### config.mk
export PLATFORM = sky130hd
export DESIGN_NAME = shift_carry_unit
export DESIGN_NICKNAME = d
export VERILOG_FILES = /design/src/rtl/shift_unit_pkg.sv /design/src/rtl/shift_carry_unit.sv /design/src/rtl/barrel_core.sv
export SDC_FILE = /design/constraint.sdc
export NUM_CORES = 1
export LEC_CHECK = 0
export ABC_AREA = 1
export ABC_CLOCK_PERIOD_IN_PS = 1800
export BUFFER_PORTS_ARGS = -buffer_cell sky130_fd_sc_hd__buf_2
export CAP_MARGIN = 10
export CORE_MARGIN = 1.5
export CORE_UTILIZATION = 52
export DETAILED_ROUTE_END_ITERATION = 8
export MAX_ROUTING_LAYER = met4
export PLACE_DENSITY = 0.83
export SYNTH_ARGS = -nofsm -noshare
export SYNTH_HDL_FRONTEND = slang
export SYNTH_SLANG_ARGS = --single-unit
### constraint.sdc
create_clock -name i_core_clk -period 1.8 [get_ports i_core_clk]
set_input_delay 0.18 -clock i_core_clk [delete_from_list [all_inputs] [get_ports i_core_clk]]
set_output_delay 0.18 -clock i_core_clk [all_outputs]
set_load 0.05 [all_outputs]
### src/rtl/shift_unit_pkg.sv
package shift_unit_pkg;

  localparam int unsigned DATA_WIDTH   = 32;
  localparam int unsigned AMOUNT_WIDTH = 8;

  // Offset of the program counter as an operand, in bytes
  localparam logic [31:0] PC_READ_OFFSET = 32'h0000_0004;

  // Large-length thresholds
  localparam logic [7:0] SHIFT_FULL  = 8'h20;
  localparam logic [7:0] SHIFT_BEYOND = 8'h21;

  // Reset values
  localparam logic CARRY_RESET = 1'b0;

  typedef enum logic [1:0] {
    OP_LEFT_LOGIC   = 2'h0,
    OP_RIGHT_LOGIC  = 2'h1,
    OP_RIGHT_ARITH  = 2'h3,
    OP_ROTATE_RIGHT = 2'h2
  } shift_op_type;

  typedef enum logic [1:0] {
    SIZE_BYTE  = 2'h0,
    SIZE_HALF  = 2'h1,
    SIZE_WORD  = 2'h2,
    SIZE_MULTI = 2'h3
  } access_size_type;

endpackage : shift_unit_pkg

### src/rtl/shift_carry_unit.sv
`timescale 1ns/1ns
// Function
// - Zero length passes operand through and keeps carry unchanged.
// - Flag-setting shift with non-zero length loads carry from shifter.
// - Arithmetic right fills top bits with operand bit 31.
// - Arithmetic right below 32 gives carry from bit n-1.
// - Arithmetic right of 32 or more: all bits and carry are bit 31.
// - Logical right moves bits down and zero-fills the top.
// - Logical right 1 to 32 gives carry from bit n-1.
// - Logical shifts of 32 or more give zero; carry zero from 33.
// - Logical left moves bits up and zero-fills the bottom.
// - Left shift and flag-setting move/logic operands carry out bit 32-n.
// - Rotate right wraps low bits into the top.
// - Rotate right 1 to 31 gives carry from bit n-1.
// - Rotate by exactly 32 returns operand, carry from bit 31.
// - Rotate beyond 32 acts as rotate by length minus 32.
// - Bit 0 of branch or pop target selects instruction set; 1 required.
// - Link register value written by linked branches has bit 0 forced.
// - Word and multi need word alignment, halfword needs halfword.
// - Unaligned accesses are not performed and raise hard fault.
// - Program counter operand equals instruction address plus four.
// - Carry set from carry-out; flags not updated keep their values.
module shift_carry_unit (
  // Clock and reset
  input  wire logic        i_core_clk,
  input  wire logic        i_rst,
  // Shift request
  input  wire logic        i_shift_valid,
  input  wire logic [1:0]  i_shift_op,
  input  wire logic        i_flagset,
  input  wire logic [31:0] i_source_operand,
  input  wire logic [31:0] i_length_reg,
  // Operand-shift form of flag-setting move, invert and logic instructions
  input  wire logic        i_operand_shift,
  // Branch and link-register writes
  input  wire logic        i_pc_write,
  input  wire logic [31:0] i_pc_target,
  input  wire logic        i_link_write,
  input  wire logic [31:0] i_return_addr,
  // Memory access check
  input  wire logic        i_mem_valid,
  input  wire logic [1:0]  i_mem_size,
  input  wire logic [31:0] i_mem_addr,
  // Current instruction address
  input  wire logic [31:0] i_instr_addr,
  // Shifter results
  output logic [31:0]      o_shift_result,
  output logic             o_carry_flag,
  output logic             o_shift_done,
  // Branch results
  output logic [31:0]      o_program_counter,
  output logic             o_pc_update,
  output logic             o_isa_fault,
  output logic [31:0]      o_link_register,
  output logic             o_link_update,
  // Memory results
  output logic             o_mem_go,
  output logic             o_hard_fault_exception,
  // Operand value of the program counter
  output logic [31:0]      o_pc_operand
);

  typedef struct packed {
    logic [31:0] shift_result;
    logic        carry_flag;
    logic        shift_done;
    logic [31:0] program_counter;
    logic        pc_update;
    logic        isa_fault;
    logic [31:0] link_register;
    logic        link_update;
    logic        mem_go;
    logic        hard_fault_exception;
    logic [31:0] pc_operand;
  } state_type;

  state_type state;
  state_type next_state;

  logic [31:0] core_result;
  logic        core_carry;
  logic        aligned;
  logic [7:0]  amount;

  assign amount = i_length_reg[7:0];

  barrel_core u_barrel_core (
    .i_op       (shift_unit_pkg::shift_op_type'(i_shift_op)),
    .i_value    (i_source_operand),
    .i_amount   (amount),
    .i_carry_in (state.carry_flag),
    .o_result   (core_result),
    .o_carry    (core_carry)
  );

  always_comb begin
    case (shift_unit_pkg::access_size_type'(i_mem_size))
      shift_unit_pkg::SIZE_BYTE:  aligned = 1'b1;
      shift_unit_pkg::SIZE_HALF:  aligned = ~i_mem_addr[0];
      shift_unit_pkg::SIZE_WORD:  aligned = (i_mem_addr[1:0] == 2'h0);
      shift_unit_pkg::SIZE_MULTI: aligned = (i_mem_addr[1:0] == 2'h0);
      default:                    aligned = 1'b0;
    endcase
  end

  always_comb begin
    next_state = state;
    next_state.shift_done = 1'b0;
    next_state.pc_update = 1'b0;
    next_state.link_update = 1'b0;
    next_state.mem_go = 1'b0;
    next_state.hard_fault_exception = 1'b0;
    next_state.isa_fault = 1'b0;
    next_state.pc_operand = i_instr_addr
                            + shift_unit_pkg::PC_READ_OFFSET;
    if (i_shift_valid) begin
      next_state.shift_result = core_result;
      next_state.shift_done = 1'b1;
      // Carry is untouched at zero length since the core echoes it back
      if ((i_flagset || i_operand_shift) && amount != 8'h00) begin
        next_state.carry_flag = core_carry;
      end
    end
    if (i_pc_write) begin
      next_state.program_counter = {i_pc_target[31:1], 1'b0};
      next_state.pc_update = 1'b1;
      next_state.isa_fault = ~i_pc_target[0];
    end
    if (i_link_write) begin
      next_state.link_register = {i_return_addr[31:1], 1'b1};
      next_state.link_update = 1'b1;
    end
    if (i_mem_valid) begin
      next_state.mem_go = aligned;
      next_state.hard_fault_exception = ~aligned;
    end
  end

  always_ff @(posedge i_core_clk) begin
    if (i_rst) begin
      state <= '0;
      state.carry_flag <= shift_unit_pkg::CARRY_RESET;
    end else begin
      state <= next_state;
    end
  end

  assign o_shift_result         = state.shift_result;
  assign o_carry_flag           = state.carry_flag;
  assign o_shift_done           = state.shift_done;
  assign o_program_counter      = state.program_counter;
  assign o_pc_update            = state.pc_update;
  assign o_isa_fault            = state.isa_fault;
  assign o_link_register        = state.link_register;
  assign o_link_update          = state.link_update;
  assign o_mem_go               = state.mem_go;
  assign o_hard_fault_exception = state.hard_fault_exception;
  assign o_pc_operand           = state.pc_operand;

endmodule : shift_carry_unit

### src/rtl/barrel_core.sv
`timescale 1ns/1ns
// Combinational shift and rotate with carry-out; amount is the full byte
module barrel_core (
  // Operation
  input  wire shift_unit_pkg::shift_op_type i_op,
  input  wire logic [31:0]                  i_value,
  input  wire logic [7:0]                   i_amount,
  input  wire logic                         i_carry_in,
  // Result
  output logic [31:0]                       o_result,
  output logic                              o_carry
);

  logic [4:0]  low5;
  logic [63:0] wide;
  logic        is_zero;
  logic        is_full;
  logic        is_big;

  always_comb begin
    low5    = i_amount[4:0];
    is_zero = (i_amount == 8'h00);
    is_full = (i_amount == shift_unit_pkg::SHIFT_FULL);
    is_big  = (i_amount >= shift_unit_pkg::SHIFT_FULL);
    wide    = 64'h0;
    o_result = i_value;
    o_carry  = i_carry_in;
    if (is_zero) begin
      o_result = i_value;
      o_carry  = i_carry_in;
    end else begin
      case (i_op)
        shift_unit_pkg::OP_LEFT_LOGIC: begin
          if (is_big) begin
            o_result = 32'h0;
            o_carry  = is_full ? i_value[0] : 1'b0;
          end else begin
            wide     = {32'h0, i_value} << low5;
            o_result = wide[31:0];
            o_carry  = wide[32];
          end
        end
        shift_unit_pkg::OP_RIGHT_LOGIC: begin
          if (is_big) begin
            o_result = 32'h0;
            o_carry  = is_full ? i_value[31] : 1'b0;
          end else begin
            wide     = {i_value, 32'h0} >> low5;
            o_result = wide[63:32];
            o_carry  = wide[31];
          end
        end
        shift_unit_pkg::OP_RIGHT_ARITH: begin
          if (is_big) begin
            o_result = {32{i_value[31]}};
            o_carry  = i_value[31];
          end else begin
            wide     = $signed({i_value, 32'h0}) >>> low5;
            o_result = wide[63:32];
            o_carry  = wide[31];
          end
        end
        shift_unit_pkg::OP_ROTATE_RIGHT: begin
          // Lengths above 32 fold onto the low five bits
          if (low5 == 5'h00) begin
            o_result = i_value;
            o_carry  = i_value[31];
          end else begin
            wide     = {i_value, i_value} >> low5;
            o_result = wide[31:0];
            o_carry  = wide[31];
          end
        end
        default: begin
          o_result = i_value;
          o_carry  = i_carry_in;
        end
      endcase
    end
  end

endmodule : barrel_core

==> metrics.md <==
| Metric | Value |
|---|---|
| Max Freq | ~0.56 GHz |
| Peak supply drop | 0.682 mV |
| Setup TNS Final | 0 ps |
| Clock-pin slew on the worst setup and hold paths | 70 ps |
| Hold Path Class | in -> reg |
| Final clock skew | 0 ps |
| Worst-Skew Late Latency | 430 ps |
| YS warnings | 0 |
| Largest net degree at the start of global routing | 70 |
| Status | finished, violations left |
| Syn Area/Cell | approximately 5.7 um^2 |
| Area Growth Syn to Fin | 42.5% |
| Worst-margin pin slew | roughly 640 ps |
| Antenna Nets Post-Route | 0 |
| Total GRT Usage | around 53% |
| Routability congestion estimate | 1.13 |
| H-tree lvl count | 4 |
| Synth cell types | 41 |
| Placed Area | 0.0130 mm^2 |
| Pins Over Slew Limit | 0 |
| Max-cap violations | 0 |
| Seq cells post-synth | 134 |
| Worst Setup Start Kind | input pin |
| Asr flop ratio synth | 0% |
| Final Cycle Share | 98.9% |
| Post-DP HPWL | 37600 um |
| IO Pins | roughly 340 |
| Initial antenna violation count | 1 |
| Worst hold slack | -5.86 ps |
| Commonest non-fill, non-tap cell in the layout | nand2_1 |
| Die W | 140 um |
| Vias after detailed routing | 15300 |
| Die area | 0.0197 mm^2 |
| Gate Count Post-Synth | 1719 |
| # rows | 50 |
| Power Density | approximately 750 mW/mm^2 |
| CP Launch Point | i_length_reg[1] |
| Layout cells sized above 1 | about 28% |
| Crit. End Element | flip-flop |
| Violated checks | DRC, hold timing |
| Die H | ~140 um |
| Vias in the first global route | 14500 |
| Design area | 0.0140 mm^2 |
| Final Hold Viols | 1 |
| Leakage | 0.00722 uW |
| Drc violations | 1 |
| Worst-path fanout max | 22 |
| Final net count | 2395 |
| Fin crit period | 1780 ps |
| Clock Sinks | 134 |
| First-pass GRT wire length | 79400 um |
| Crit Reg-Reg Startpoint | o_link_register[20] |
| Post-Route WL | 52700 um |
| Mapped Nets | 1924 |
| Final setup violating endpoints | 0 |
| CTS tree | done |
| Max_slew headroom | 57.1% |
| Number of port buffers | 282 |
| Most frequent cells in the layout | nand2_1 (553), nand3_1 (304), buf_2 (281) |
| Clock buffer count from CTS | 17 |
| CTS max path bufs | 2 |
| Starting Density | 52.7% |
| Sequential-to-total area share from yosys stat | 27.3% |
| DRT Pass-1 Iters | 9 |
| Critical Path AT | 2060 ps |
| Std-Cell Core Area | 0.0186 mm^2 |
| Grt ovf | 0 |
| Wire per inst | approximately 22 um |
| Root Driver | clkbuf_16 |
| Hold Startpoint | i_pc_target[6] |
| Via density | about 6.3 |
| Ys flop type | dfxtp_1 |
| Post-synth EDFFs | 0 |
| Synth Cell Area | 0.00982 mm^2 |
| CP Class | in -> reg |
| Total power | 10500 uW |
| Critical Path RT | 2080 ps |
| Starting DRT DRC Count | 2321 |
==> layout make-up <==
type / count / area [um^2]
multi-input combinational: 1413 / 6440
fill: 1477 / 4650
timing repair buffer: 554 / 3710
sequential: 134 / 2680
clock buffer: 19 / 433
tap: 234 / 293
inverter: 69 / 274
clock inverter: 13 / 150
timing repair inverter: 1 / 8.76
antenna: 1 / 2.50
==> worst max-delay path: stages <==
cell and delay [ps]:
buf_2 130, buf_12 180, buf_12 170, nand3_1 110, buf_4 140, nand3_1 110
nand3_1 280, nand3_1 160, nand2_1 60, nand2_1 60, nand3_1 70, nand2_1 130
nand2_1 120, nand2_1 80, a21oi_1 60
==> through the flow <==
stage | hold WS (ps) | std cells | setup WS (ps) | utilization (%)
after floorplan | 252 | 1719 | 182 | -
after CTS | 0.572 | 2434 | 22.0 | 74.4
after global placement | 345 | 2370 | -384 | 69.6
after detailed placement | 350 | 2370 | -401 | 69.6
after global routing | 5.42 | 2438 | -48.2 | 75.1
final | -5.86 | 2438 | 19.2 | 75.1
==> final timing paths <==
check	to	slack (ps)	depth (start not counted)
min reg2reg	o_shift_result[2]	460	2
max	o_shift_result[12]	20	15
max reg2reg	o_link_register[20]	890	2
min	o_program_counter[6]	-6	3
==> what timing repair did <==
item                                    CTS  global route
hold buffers                             32             1
hold endpoints to repair                 32             1
gates resized for setup                   0            25
buffers inserted                          0             0
endpoints found under the setup margin    0            20
==> power breakdown <==
part | switching, uW | internal [uW] | total (uW)
clock network | 1490 | 2060 | 3550
logic | 2500 | 1170 | 3660
registers | 102 | 3150 | 3250
total | 4080 | 6380 | 10500
==> cell usage after synthesis (all sizes together), types with 2 or more instances <==
cell type  number  area [um^2]
a21oi          82          410
inv            68          258
clkbuf         38          143
nand2         561         2110
xor2            4         35.0
nor3b           2         15.0
o21a            3         22.5
and2           16          100
nand3b          4         30.0
nor4            4         31.3
nor3           22          138
buf            65          347
or2             5         31.3
a31oi           2         12.5
dfxtp         134         2680
o211ai         16          120
nand3         310         1560
nand4          25          156
nor2          214          868
o21ai         135          676
xnor2           3         26.3
==> cells by family after synthesis <==
family	after synthesis	synth area share, %
AOI/OAI and AO/OA	241	12.9
xor gates and xnor gates	7	0.624
adders and majority gates	1	0.127
buffers and inverters	172	7.64
DFF	134	27.3
other	1	0.0382
and+or+nand+nor	1163	51.4
==> state kept, by name, summed over array words and instances, names as in the netlist <==
name / count
o_hard_fault_exception: 1
o_program_counter: 31
o_mem_go: 1
o_carry_flag: 1
o_pc_operand: 32
o_shift_done: 1
o_shift_result: 32
o_pc_update: 1
o_link_update: 1
o_link_register: 32
o_isa_fault: 1
==> routing by layer <==
layer | vias to the layer above | track usage (%) | part of all wire [%]
met5 | - | - | 0
met4 | 0 | 36.0 | 8.4
met3 | 414 | 15.8 | 15
met2 | 1473 | 78.2 | 42
met1 | 6814 | 63.3 | 35
li1 | 6645 | - | -
Note: power is estimated with default switching activity, not from simulation.
